<file path="src/hfr_pkg.sv">
// constants, types and helpers for the frame fifo controller
package hfr_pkg;
    // register byte offsets
    localparam logic [7:0] ADR_DATA = 8'h00;
    localparam logic [7:0] ADR_CMD = 8'h04;
    localparam logic [7:0] ADR_IRQ = 8'h08;
    localparam logic [7:0] ADR_STAT = 8'h0c;
    localparam logic [7:0] ADR_XMODE = 8'h10;
    localparam logic [7:0] ADR_CNTL = 8'h14;
    localparam logic [7:0] ADR_CNTH = 8'h18;
    localparam logic [7:0] ADR_MODE = 8'h1c;
    // command_reg bits
    localparam int C_RXACK = 0;
    localparam int C_TXF = 1;
    localparam int C_TXME = 2;
    localparam int C_TXRES = 3;
    localparam int C_RXRES = 4;
    // frame_irq_status_reg bits
    localparam int I_RPF = 7;
    localparam int I_RME = 6;
    localparam int I_RFO = 5;
    localparam int I_XPR = 4;
    localparam int I_XMR = 3;
    localparam int I_XDU = 2;
    // general_status_reg bits
    localparam int S_TX_OVERFLOW_FLAG = 0;
    localparam int S_XFW = 1;
    // extended_mode_reg fields, reset values and mode codes
    localparam int XM_TX_BLOCK_SIZE_BIT = 5;
    localparam int XM_RX_BLOCK_SIZE_FIELD = 3;
    localparam logic [7:0] XMODE_RST = 8'h00;
    localparam logic [2:0] MODE_RST = 3'h3;
    localparam logic [2:0] MODE_NA2 = 3'h3;
    localparam logic [2:0] MODE_T0 = 3'h6;
    localparam logic [2:0] MODE_T1 = 3'h7;
    // status byte bit positions
    localparam int SB_VFR = 7;
    localparam int SB_RDO = 6;
    localparam int SB_RAB = 5;
    localparam int SB_CRC = 4;
    localparam int SB_CR = 3;
    localparam int SB_SA = 1;
    localparam int SB_TA = 0;
    // buffer sizes
    localparam logic [6:0] DEPTH = 7'h40;
    localparam logic [6:0] RX_DATA_MAX = 7'h3f;
    localparam logic [6:0] BLK32 = 7'h20;
    localparam logic [6:0] BLK16 = 7'h10;
    localparam logic [11:0] CNT_MAX = 12'hfff;
    localparam int QN = 4;

    typedef enum logic [1:0] {EV_POOL = 2'b00, EV_END = 2'b01, EV_LOST = 2'b10} hfr_ev_e;
    typedef enum logic [1:0] {TX_IDLE = 2'b00, TX_SEND = 2'b01, TX_CLOSE = 2'b10} hfr_tx_e;
    typedef struct packed {
        hfr_ev_e k;
        logic [5:0] len;
        logic [11:0] cnt;
        logic ov;
    } hfr_ev_s;

    // receive threshold from the two-bit field
    function automatic logic [6:0] hfr_rx_thr(input logic [1:0] f);
        return BLK32 >> f;
    endfunction : hfr_rx_thr

    // transmit threshold from the block size bit
    function automatic logic [6:0] hfr_tx_thr(input logic b);
        return b ? BLK16 : BLK32;
    endfunction : hfr_tx_thr
endpackage : hfr_pkg

</file>
<file path="src/hfr_ctrl.sv">
// frame fifo controller: receive and transmit buffers behind apb
// How it works
// - overflowing frame marks status byte overflow flag
// - frame arriving into full buffer raises lost
// - reads beyond data repeat last byte
// - block ack releases block, unread bytes dropped
// - unannounced reads leave buffer contents intact
// - status byte closes every stored frame
// - address bits reported only in proper modes
// - status carries crc, valid, abort, overflow
// - count registers give length, overflow
// - 64-byte transmit buffer, 16 or 32 blocks
// - pool ready after transmitter reset and freed block
// - empty mid-frame aborts with underrun event
// - late collision stops sender, repeat event
// - underrun or repeat clear, block writes
// - frame command starts send with opening flag
// - end command closes frame with check, flag
// - transmitter reset clears, aborts, keeps events
// - too many written bytes set overflow flag
// - write-enable flag shows buffer accepts data
// - pool ready once a block is free
// - frame plus end locks until closing flag
// - block size defaults 32, latched by commands
// - receive threshold 32,16,8,4 from field
// - no new receive event before block ack
//
// Design decisions made here: the register offsets and the APB register port.
`timescale 1ns/10ps
module hfr_ctrl
    import hfr_pkg::*;
(
    // clock, reset, enable
    input wire logic pclk,
    input wire logic presetn,
    input wire logic ce,
    // apb slave
    input wire logic psel,
    input wire logic penable,
    input wire logic pwrite,
    input wire logic [7:0] paddr,
    input wire logic [31:0] pwdata,
    output logic [31:0] prdata,
    output logic pready,
    output logic pslverr,
    // receive link
    input wire logic rx_sof,
    input wire logic rx_valid,
    input wire logic [7:0] rx_data,
    input wire logic rx_eof,
    input wire logic rx_crc_ok,
    input wire logic rx_vfr,
    input wire logic rx_abort,
    input wire logic rx_cr,
    input wire logic [1:0] rx_sapi,
    input wire logic rx_tei,
    // transmit link
    input wire logic tx_req,
    input wire logic tx_collision,
    input wire logic tx_close_done,
    output logic tx_valid,
    output logic [7:0] tx_data,
    output logic tx_first,
    output logic tx_last,
    output logic tx_abort
);

    typedef struct packed {
        logic [63:0][7:0] rm;
        logic [5:0] rwp, rbase, rlen, rfill;
        logic [6:0] rused, roff;
        logic [7:0] rlast, cntl;
        logic [4:0] cnth;
        logic [1:0] rthr, qw, qr;
        logic [2:0] qn;
        logic rin, rlost, rdov, rov, rown;
        logic [11:0] rcnt;
        hfr_ev_s [QN-1:0] q;
        logic [7:0] irq, xmode;
        logic [2:0] mode;
        logic [31:0] prdata;
        logic [63:0][7:0] xm;
        logic [5:0] xwp, xrd, xcm, xfs, xend;
        logic [6:0] xused, xblkw, xsent;
        logic xend_v, xbs, tx_overflow_flag, xwait, xlock, xdrop;
        hfr_tx_e st;
        logic tv, tf, tl, ta;
        logic [7:0] td;
    } hfr_st_s;

    hfr_st_s r, n;
    logic setup, acc, wr, rdacc, cmd, unmapped, take, rinc, xinc, xdec, rclr, xclr;
    logic qpush, qpop;
    logic [6:0] rdec, ravail, xfree, bs;
    logic [5:0] rptr;
    logic [7:0] sbyte, ev_set;
    logic [12:0] cinc;
    hfr_ev_s qin, qout;
    logic cr_ok, ta_ok;

    // frame length counter step, sticking at the top
    function automatic logic [12:0] hfr_cnt_inc(input logic ov, input logic [11:0] c);
        return (c == CNT_MAX) ? {1'b1, c} : {ov, c + 12'h001};
    endfunction : hfr_cnt_inc

    // bus phases and decode
    assign setup = psel & ~penable;
    assign acc = psel & penable;
    assign wr = acc & pwrite;
    assign rdacc = acc & ~pwrite;
    assign cmd = wr & (paddr == ADR_CMD);
    assign unmapped = (paddr[1:0] != 2'b00) || (paddr > ADR_MODE);
    assign pready = 1'b1;
    assign pslverr = acc & unmapped;

    // derived levels
    assign bs = hfr_tx_thr(r.xbs);
    assign xfree = DEPTH - r.xused;
    assign ravail = r.rown ? {1'b0, r.rlen} : r.rused;
    assign rptr = r.rbase + r.roff[5:0];
    assign cinc = hfr_cnt_inc(r.rov, r.rcnt);
    assign qout = r.q[r.qr];
    assign take = tx_req & ~tx_collision & (r.xrd != r.xcm) & (r.st != TX_CLOSE);

    // status byte: address bits gated by mode
    assign cr_ok = (r.mode == MODE_NA2) || (r.mode == MODE_T1);
    assign ta_ok = (r.mode != MODE_T0) && (r.mode != MODE_T1);
    always_comb begin
        sbyte = '0;
        sbyte[SB_VFR] = rx_vfr;
        sbyte[SB_RDO] = r.rdov;
        sbyte[SB_RAB] = rx_abort;
        sbyte[SB_CRC] = rx_crc_ok;
        sbyte[SB_CR] = rx_cr & cr_ok;
        sbyte[SB_SA+:2] = rx_sapi & {2{cr_ok}};
        sbyte[SB_TA] = rx_tei & ta_ok;
    end

    // next state
    always_comb begin
        n = r;
        ev_set = '0;
        rinc = 1'b0;
        rdec = '0;
        xinc = 1'b0;
        xdec = 1'b0;
        qpush = 1'b0;
        qpop = 1'b0;
        qin = '0;
        rclr = cmd & pwdata[C_RXRES];
        xclr = 1'b0;
        n.tv = 1'b0;
        n.tf = 1'b0;
        n.tl = 1'b0;
        n.ta = 1'b0;

        // read data captured in the setup phase
        if (setup & ~pwrite) begin
            unique case (paddr)
                ADR_DATA: n.prdata = {24'h0, (r.roff < ravail) ? r.rm[rptr] : r.rlast};
                ADR_IRQ: n.prdata = {24'h0, r.irq};
                ADR_STAT: n.prdata = {30'h0, ~r.xlock & ~r.xdrop & (xfree >= bs), r.tx_overflow_flag};
                ADR_XMODE: n.prdata = {24'h0, r.xmode};
                ADR_CNTL: n.prdata = {24'h0, r.cntl};
                ADR_CNTH: n.prdata = {27'h0, r.cnth};
                ADR_MODE: n.prdata = {29'h0, r.mode};
                default: n.prdata = '0;
            endcase
        end

        // receive data read, only inside the available bytes
        if (rdacc && paddr == ADR_DATA && r.roff < ravail) begin
            n.roff = r.roff + 7'h01;
            n.rlast = r.rm[rptr];
        end
        // event status read clears, unlocks transmit writes
        if (rdacc && paddr == ADR_IRQ) begin
            n.irq = '0;
            n.xdrop = 1'b0;
        end
        // mode registers
        if (wr && paddr == ADR_XMODE) begin
            n.xmode = pwdata[7:0];
        end
        if (wr && paddr == ADR_MODE) begin
            n.mode = pwdata[2:0];
        end

        // receive link side
        if (rx_sof) begin
            n.rin = 1'b1;
            n.rlost = (r.rused == DEPTH);
            n.rdov = 1'b0;
            n.rcnt = '0;
            n.rov = 1'b0;
            n.rfill = '0;
        end else if (rx_valid && r.rin && !r.rlost) begin
            if (r.rused < RX_DATA_MAX) begin
                n.rm[r.rwp] = rx_data;
                n.rwp = r.rwp + 6'h01;
                rinc = 1'b1;
                {n.rov, n.rcnt} = cinc;
                if ({1'b0, r.rfill} + 7'h01 == hfr_rx_thr(r.rthr)) begin
                    qpush = 1'b1;
                    qin.k = EV_POOL;
                    qin.len = r.rfill + 6'h01;
                    n.rfill = '0;
                end else begin
                    n.rfill = r.rfill + 6'h01;
                end
            end else begin
                n.rdov = 1'b1;
            end
        end else if (rx_eof && r.rin) begin
            n.rin = 1'b0;
            qpush = 1'b1;
            if (r.rlost) begin
                qin.k = EV_LOST;
            end else begin
                n.rm[r.rwp] = sbyte;
                n.rwp = r.rwp + 6'h01;
                rinc = 1'b1;
                {n.rov, n.rcnt} = cinc;
                qin.k = EV_END;
                qin.len = r.rfill + 6'h01;
                qin.cnt = cinc[11:0];
                qin.ov = cinc[12];
            end
        end

        // block acknowledge releases the whole block
        if (cmd && pwdata[C_RXACK]) begin
            n.rthr = r.xmode[XM_RX_BLOCK_SIZE_FIELD+:2];
            if (r.rown) begin
                n.rbase = r.rbase + r.rlen;
                rdec = {1'b0, r.rlen};
                n.rown = 1'b0;
                n.roff = '0;
            end
        end

        // hand the next queued event to the host once acknowledged
        if (!r.rown && r.qn != 3'h0) begin
            qpop = 1'b1;
            n.rown = 1'b1;
            n.roff = '0;
            n.rlen = qout.len;
            unique case (qout.k)
                EV_POOL: ev_set[I_RPF] = 1'b1;
                EV_END: begin
                    ev_set[I_RME] = 1'b1;
                    n.cntl = qout.cnt[7:0];
                    n.cnth = {qout.ov, qout.cnt[11:8]};
                end
                EV_LOST: begin
                    ev_set[I_RFO] = 1'b1;
                    n.rlen = '0;
                end
                default: n.rlen = '0;
            endcase
        end
        if (qpush && r.qn != 3'(QN)) begin
            n.q[r.qw] = qin;
            n.qw = r.qw + 2'h1;
        end
        if (qpop) begin
            n.qr = r.qr + 2'h1;
        end
        n.qn = r.qn + {2'h0, qpush && r.qn != 3'(QN)} - {2'h0, qpop};
        n.rused = r.rused + {6'h0, rinc} - rdec;
        if (rclr) begin
            n.rwp = '0;
            n.rbase = '0;
            n.rused = '0;
            n.rown = 1'b0;
            n.roff = '0;
            n.rin = 1'b0;
            n.qw = '0;
            n.qr = '0;
            n.qn = '0;
            n.rthr = r.xmode[XM_RX_BLOCK_SIZE_FIELD+:2];
        end

        // host writes into the transmit buffer
        if (wr && paddr == ADR_DATA && !r.xlock && !r.xdrop) begin
            n.xm[r.xwp] = pwdata[7:0];
            n.xwp = r.xwp + 6'h01;
            xinc = (r.xused != DEPTH);
            n.xblkw = r.xblkw + 7'h01;
            if (r.xblkw >= bs) begin
                n.tx_overflow_flag = 1'b1;
            end
        end

        // pool ready once a block of space is free
        if (r.xwait && xfree >= bs) begin
            ev_set[I_XPR] = 1'b1;
            n.xwait = 1'b0;
        end

        // transmit link side
        if (take) begin
            n.tv = 1'b1;
            n.td = r.xm[r.xrd];
            n.xrd = r.xrd + 6'h01;
            xdec = 1'b1;
            n.xsent = (r.xsent == 7'h7f) ? r.xsent : r.xsent + 7'h01;
            if (r.st == TX_IDLE) begin
                n.tf = 1'b1;
                n.xfs = r.xrd;
                n.xsent = 7'h01;
                n.st = TX_SEND;
            end
            if (r.xend_v && r.xrd + 6'h01 == r.xend) begin
                n.tl = 1'b1;
                n.xend_v = 1'b0;
                n.st = r.xlock ? TX_CLOSE : TX_IDLE;
            end
        end else if (tx_collision && r.st == TX_SEND) begin
            if (r.xsent > bs) begin
                ev_set[I_XMR] = 1'b1;
                ev_set[I_XPR] = 1'b1;
                n.xdrop = 1'b1;
                xclr = 1'b1;
            end else begin
                n.xrd = r.xfs;
                n.xused = r.xused + r.xsent;
                n.st = TX_IDLE;
            end
        end else if (tx_req && r.st == TX_SEND) begin
            ev_set[I_XDU] = 1'b1;
            ev_set[I_XPR] = 1'b1;
            n.xdrop = 1'b1;
            n.ta = 1'b1;
            xclr = 1'b1;
        end else if (tx_close_done && r.st == TX_CLOSE) begin
            ev_set[I_XPR] = 1'b1;
            n.xlock = 1'b0;
            n.ta = 1'b1;
            n.st = TX_IDLE;
        end
        if (!(tx_collision && r.st == TX_SEND && r.xsent <= bs)) begin
            n.xused = r.xused + {6'h0, xinc} - {6'h0, xdec};
        end

        // frame and end commands commit the written block
        if (cmd && (pwdata[C_TXF] || pwdata[C_TXME])) begin
            n.xcm = r.xwp;
            n.xblkw = '0;
            n.xbs = r.xmode[XM_TX_BLOCK_SIZE_BIT];
            if (pwdata[C_TXME]) begin
                n.xend_v = 1'b1;
                n.xend = r.xwp;
            end
            if (pwdata[C_TXF] && pwdata[C_TXME]) begin
                n.xlock = 1'b1;
            end else begin
                n.xwait = 1'b1;
            end
        end
        // transmitter reset, pending events kept
        if (cmd && pwdata[C_TXRES]) begin
            xclr = 1'b1;
            n.tx_overflow_flag = 1'b0;
            n.xbs = r.xmode[XM_TX_BLOCK_SIZE_BIT];
            n.ta = 1'b1;
            ev_set[I_XPR] = 1'b1;
        end
        if (xclr) begin
            n.xwp = '0;
            n.xrd = '0;
            n.xcm = '0;
            n.xused = '0;
            n.xend_v = 1'b0;
            n.xwait = 1'b0;
            n.xlock = 1'b0;
            n.xblkw = '0;
            n.st = TX_IDLE;
        end
        n.irq = n.irq | ev_set; // set wins over read clear
    end

    // state register
    always_ff @(posedge pclk or negedge presetn) begin
        if (!presetn) begin
            r <= '0;
            r.xmode <= XMODE_RST;
            r.mode <= MODE_RST;
            r.st <= TX_IDLE;
        end else if (ce) begin
            r <= n;
        end
    end

    // outputs from flip-flops
    assign prdata = r.prdata;
    assign tx_valid = r.tv;
    assign tx_data = r.td;
    assign tx_first = r.tf;
    assign tx_last = r.tl;
    assign tx_abort = r.ta;
endmodule : hfr_ctrl

</file>
<file path="config.mk">
export PLATFORM = sky130hd
export DESIGN_NAME = hfr_ctrl
export DESIGN_NICKNAME = d
export VERILOG_FILES = /design/src/hfr_pkg.sv /design/src/hfr_ctrl.sv
export SDC_FILE = /design/constraint.sdc
export NUM_CORES = 2
export LEC_CHECK = 0
export ABC_AREA = 1
export BUFFER_PORTS_ARGS = -buffer_cell sky130_fd_sc_hd__buf_2
export CORE_ASPECT_RATIO = 2
export CORE_MARGIN = 2
export CORE_UTILIZATION = 50
export CTS_CLUSTER_DIAMETER = 40
export DETAILED_ROUTE_END_ITERATION = 6
export PLACE_DENSITY = 0.66
export SLEW_MARGIN = 20
export SYNTH_ARGS = -nofsm -noshare
export SYNTH_HDL_FRONTEND = slang
export SYNTH_SLANG_ARGS = --single-unit
export TNS_END_PERCENT = 100
</file>
<file path="constraint.sdc">
create_clock -name pclk -period 3.45 [get_ports pclk]
set_input_delay 0.1725 -clock pclk [delete_from_list [all_inputs] [get_ports pclk]]
set_output_delay 0.1725 -clock pclk [all_outputs]
set_load 0.02 [all_outputs]
</file>
### Word-level counts from Yosys, hierarchy flattened

Cells that the tools add are included.

* bits in registers: 1315
* input port bits: 67
* output and inout port bits: 46
* logic and storage cells: 535

* add/sub/neg operators: 21
* $lt $le $gt $ge: 16
* eq/ne operators: 41
* shifts and indexed selects: 1
* mux-type cells: 155
* bitwise gates (word level): 23
* reduce and logical (&&, ||, !) cells: 91

Operator list (count)
* $mux 518: 4
* $bwmux 512: 3
* $mux 6: 18
* $bmux 8 s6: 2
* $demux 8 s6: 2
* $bwmux 84: 1
* $mux 21: 4
* $mux 7: 12
* $mux 12: 6
* $mux 1: 62
* $mux 8: 7
* $pmux 8 s7: 1
* $bmux 21 s2: 1
* $demux 21 s2: 1
* $mux 2: 19
* $reduce_and 2->1: 17
* $eq 8x5->1 const B: 4
* $reduce_and 3->1: 10
* $lt 6x7->1 const B: 4
* $mux 14: 2
* $logic_and 1x1->1: 27
* $mux 13: 2
* $reduce_bool 2->1: 13
* $add 6x1->6 const B: 4
* 59 further kinds: 122

### Longest topological paths before layout

* depth in word-level cells: 10
* depth in mapped cells: 23
* mapped depth without buffers: 23

### Worst setup path before layout

Ideal clock, no wire load.

* kind: register to register
* start point: register r[733] in the netlist's numbering
* end point: register r[737] in the netlist's numbering
* setup time: 0.132 ns
* arrival: 3.013 ns
* required time: 3.318 ns
* path slack: 0.305 ns
* stages on the path, launching flop included: 15
* path buffers: 0
* period minus slack after synthesis: 3.145 ns
* cell sequence: dfrtp_1 -> nor2_4 -> nor2_1 -> inv_1 -> nand2_1 -> nor3_1 -> a21boi_0 -> inv_1 -> ha_1 -> inv_1 -> ha_1 -> fa_1 -> xnor2_1 -> xor2_1 -> o22ai_1

* longest elaborated chain between the ends: 8

RTL lines
* start: declaration: line hfr_ctrl.sv:91 `hfr_st_s r, n;`
* start signal: assignment: line hfr_ctrl.sv:391 `r <= n;`
* $logic_not 1->1: line hfr_ctrl.sv:197 `end else if (rx_valid && r.rin && !r.rlost) begin`
* $logic_and 1x1->1: line hfr_ctrl.sv:197
* $mux 1: line hfr_ctrl.sv:197
* $mux 1: line hfr_ctrl.sv:190 `if (rx_sof) begin`
* $logic_and 1x1->1: line hfr_ctrl.sv:269 `n.qn = r.qn + {2'h0, qpush && r.qn != 3'(QN)} - {2'h0, qpop};`
* $add 3x1->3: line hfr_ctrl.sv:269
* $sub 3x1->3: line hfr_ctrl.sv:269
* $mux 10: line hfr_ctrl.sv:271 `if (rclr) begin`

No other way between the ends.
A chain may end at the register's enable or synchronous reset.

### Worst setup path in the final report

* start point: register r[765] in the netlist's numbering
* end point: register r, in the netlist prdata[3]

* longest elaborated chain between the ends: 5
* elaborated cells on any way between the ends: 6
* those cells by class: add/sub (1); order compare (1); mux (4)

RTL lines
* $add 6x6->6: line hfr_ctrl.sv:120 `assign rptr = r.rbase + r.roff[5:0];`
* $bmux 8 s6: line hfr_ctrl.sv:160 `ADR_DATA: n.prdata = {24'h0, (r.roff < ravail) ? r.rm[rptr] : r.rlast};`
* $mux 8 (implied by the code): line hfr_ctrl.sv:160
* $mux 8 (*): line hfr_ctrl.sv:160
* $pmux 8 s7 (*): line hfr_ctrl.sv:159 `unique case (paddr)`

Every way passes the cells marked *; elsewhere a longest branch is shown, timed or not. The select of a mux whose other input is x is not followed.

==> Implementation_results.wiki <==
{| class="wikitable"
! Metric !! Value
|-
| Element type at the critical path start || flip-flop
|-
| Count of buffer and inverter cells on the critical path || 2
|-
| Max-slew violation count || 0
|-
| First-pass GRT wire length || roughly 300 mm
|-
| Total negative slack || 0 ns
|-
| Kind of critical path || reg2reg
|-
| Number of flops mapped to enable cells by yosys || 0
|-
| Synthesized area per cell || about 8.0 um^2
|-
| FF+latch count, synth || ~1300
|-
| Initial Utilization || roughly half
|-
| Cell Chain, Critical Path || ha_4 > fa_4 > inv_4 > buf_12 > o21ai_0 > o21ai_0 > nand2_1 > nand3_1 > nand3_1 > nand3_1 > nand2_1 > nand2_1 > nand2_1 > nand2_1 > nand2_1 > nand2_1
|-
| Critical path endpoint category || flip-flop
|-
| Critical R2R Launch || r[765]
|-
| Met1 routing resource usage after global routing || 32.22%
|-
| Slowest cell on crit path || fa_4
|-
| Critical path's top delay family || simple AND/OR/NAND/NOR gates
|-
| Failing checks || negative hold slack
|-
| Clock tree from TritonCTS || yes
|-
| DPL Wire Length || ~130 mm
|-
| Proportion of layout cells with a drive suffix above 1 || under 10%
|-
| Max transition margin || a little under a third
|-
| Post-synthesis async set-or-reset flop share || 100.0%
|-
| Non-filler cells, final || 9856
|-
| Slew of the pin with the lowest slew margin || slightly above 1 ns
|-
| Data arrival time of the critical path || between 4 and 5 ns
|-
| Final routed DRC violation total || 0
|-
| Number of warnings issued by yosys || 0
|-
| Buffers inserted during post-CTS setup optimization || 0
|-
| Register-to-register setup slack || 0.12 ns
|-
| Min-delay worst type || in2async
|-
| Layout net count || between 8000 and 9000
|-
| Signed area change from the synthesized netlist to the final layout || 11.93%
|-
| Library cell used as clock root buffer || clkbuf_16
|-
| Clock transition at the register clock pins on the worst setup and hold paths after CTS || about 0.060 ns
|-
| GPL Wtd Cong || ~0.95
|-
| Post-synthesis sequential area ratio || between 50 and 60%
|-
| Core Region || 128000 um^2
|-
| Cell row count || between 150 and 200
|-
| Largest net degree at the start of global routing || between 200 and 250
|-
| Floorplan die area || 131500 um^2
|-
| Boundary pin count || 113
|-
| Antenna Nets Post-Route || 0
|-
| Number of sinks on the clock net || 1289
|-
| Leakage power total || ~0.035 uW
|-
| Pwr dens || 615.0 nW/um^2
|-
| Top library cells by usage in the layout, fill and taps aside || nand2_1, dfrtp_1, inv_1
|-
| Status || complete, but fails checks
|-
| Worst voltage drop across the vdd grid || 0.5649 mV
|-
| Unique masters post-synth || between 40 and 50
|-
| Crit-path max FO || 48
|-
| Area fraction in compound gates after synthesis || 12.82%
|-
| Portion of netlist area occupied by mux cells || about 4.3%
|-
| Setup repair after global routing missed its margin || no
|-
| DRT iter0 DRCs || slightly above 4000
|-
| Final min period || roughly 3.3 ns
|-
| Routed WL || 189.4 mm
|-
| MaxCap Viol Count || 0
|-
| Routed vias || between 50000 and 60000
|-
| Number of global-route vias before repair || roughly 53000
|-
| Worst-Skew Late Latency || 0.76 ns
|-
| Dominant combinational cell family by area after synthesis || simple AND/OR/NAND/NOR gates
|-
| RR Endpoint || prdata[3]
|-
| Post-synthesis share of cell area spent on xor and xnor gates || less than 1%
|-
| Total gr overflow || 0
|-
| Achievable frequency || around 300 MHz
|-
| Number of search-and-repair iterations in the first detailed-routing pass || 6
|-
| Post-synthesis instance area || 64210 um^2
|-
| Number of placed instances, taps included || a little under 10000
|-
| Cell depth of the worst flop-to-flop path || 16
|-
| Worst hold-check slack || -0.009745 ns
|-
| Final Hold Viols || 2
|-
| Final clock skew || between 0.03 and 0.04 ns
|-
| Portion of the clock cycle consumed by the worst path in the final layout || between 90% and 100%
|-
| Mean routed wirelength per cell || between 15 and 20 um
|-
| # H-tree levels || 4
|-
| Height of the die || roughly 510 um
|-
| Delay of the slowest cell on the worst path || roughly 0.74 ns
|-
| Input/output buffers || 63
|-
| Per-cell via count in the routed design || approximately 5.4
|-
| Post-Synthesis Cells || slightly above 8000
|-
| Antenna violations before repair || 2
|-
| Req. time, crit path || approximately 4.1 ns
|-
| Die span in x || ~260 um
|-
| Most common cell after layout, fill and taps aside || nand2_1
|-
| Met3 track demand over resource || about 3.6%
|-
| Number of clock buffers inserted by TritonCTS || around 130
|-
| Primary FF master, synth || dfrtp_1
|-
| Final setup vio count || 0
|-
| Basic-gate share of the synthesized area counting and, or, nand and nor cells || between 20% and 30%
|-
| Share of synthesized cell area in full adder, half adder and majority cells || under 10%
|-
| Layer with the highest usage after global routing || met2
|-
| Cell seen most often among critical-path stages || nand2_1
|-
| Longest Clk Path Bufs || 3
|-
| Global-route met2 utilization || 50.85%
|-
| All-layer global routing usage || ~29%
|}
[synth_stat cells (13+ instances only)]
| cell type | number | area (um^2) |
|---|---|---|
| mux2i_1 | 261 | 2613 |
| inv_1 | 1076 | 4039 |
| ha_1 | 68 | 850.8 |
| dfrtp_1 | 1287 | 32210 |
| xor2_1 | 44 | 385.4 |
| nand2_1 | 2005 | 7526 |
| nand4_1 | 15 | 93.84 |
| o21ai_0 | 872 | 4364 |
| nand3_1 | 662 | 3313 |
| a21oi_1 | 448 | 2242 |
| mux2_2 | 13 | 146.4 |
| buf_1 | 33 | 123.9 |
| nor3_1 | 24 | 120.1 |
| buf_4 | 42 | 315.3 |
| clkbuf_1 | 397 | 1490 |
| clkinv_1 | 13 | 48.80 |
| nor2_1 | 440 | 1652 |
| buf_2 | 29 | 145.1 |
| xnor2_1 | 13 | 113.9 |
| o22ai_1 | 42 | 262.8 |
| o211ai_1 | 130 | 975.9 |
| nor2_2 | 43 | 269.0 |
[per-stage QoR]
stage | total power, uW | setup WS, ns | area [um^2] | hold WS, ns | util [%]
final | 44200 | 0.1242 | 71880 | -0.009745 | 56.15
after CTS | 44390 | 0.08974 | 71830 | 0.007176 | 56.12
after detailed placement | 29730 | 0.07532 | 67310 | 0.2260 | 52.59
after global placement | 29530 | 0.01507 | 67310 | 0.2207 | 52.59
after global routing | 46430 | 0.002215 | 71880 | 0.03920 | 56.15
after floorplan | 25260 | 0.3052 | 64300 | -0.1231 | -
[sequential cells by signal (all words and copies together) (netlist names)]
signal,count
tx_abort,1
tx_last,1
r,1269
tx_data,8
tx_valid,1
prdata,8
tx_first,1
[routing by layer]
layer,routed length (um),vias up,part of all wire (%)
met3,7830,544,4.1
met5,0,-,0
met2,95940,1515,51
li1,-,25670,-
met4,15600,0,8.2
met1,70000,25670,37
[worst max-delay path by stage]
stage,startpoint,end,slack (ns),cells past startpoint
floorplan,r[733],r[737],0.31,14
global placement,paddr[5],r[778],0.02,24
detailed placement,paddr[5],r[778],0.08,24
CTS,r[36],r[40],0.09,18
global route,r[765],prdata[5],0.002,16
finish,r[765],prdata[3],0.12,16
[timing repair]
item                                   4_1_cts  5_1_grt
hold buffers                                18        0
setup endpoints to repair                    0        7
endpoints found under the hold margin      211        0
resized for setup                            0       10
[cells by family (layout without fill, tap and decap cells)]
kind of cell	after synthesis	count (layout)
fa+ha+maj	74	74
compound gates	1542	1542
flops	1289	1289
other cells	2	26
buf+inv	1593	1674
mux	274	274
simple gates	3228	3228
xor+xnor	57	57
[power by group]
part | leakage [uW] | total, uW | internal [uW] | switching (uW)
logic | 0.0169 | 12200 | 3750 | 8480
clock network | 0.00210 | 14600 | 8350 | 6240
registers | 0.0164 | 17400 | 16500 | 896
total | 0.0354 | 44200 | 28600 | 15600
[area by class of cell]
type	count	area, um^2
well taps	1692	2117
clock inverters	51	585.6
flip-flops and latches	1289	32270
multi-input cells	5200	26020
clock buffers	182	3759
fillers	11920	56120
diodes	1	2.502
repair buffers	349	3015
inverters	1092	4108
Note: power is estimated with default switching activity, not from simulation.
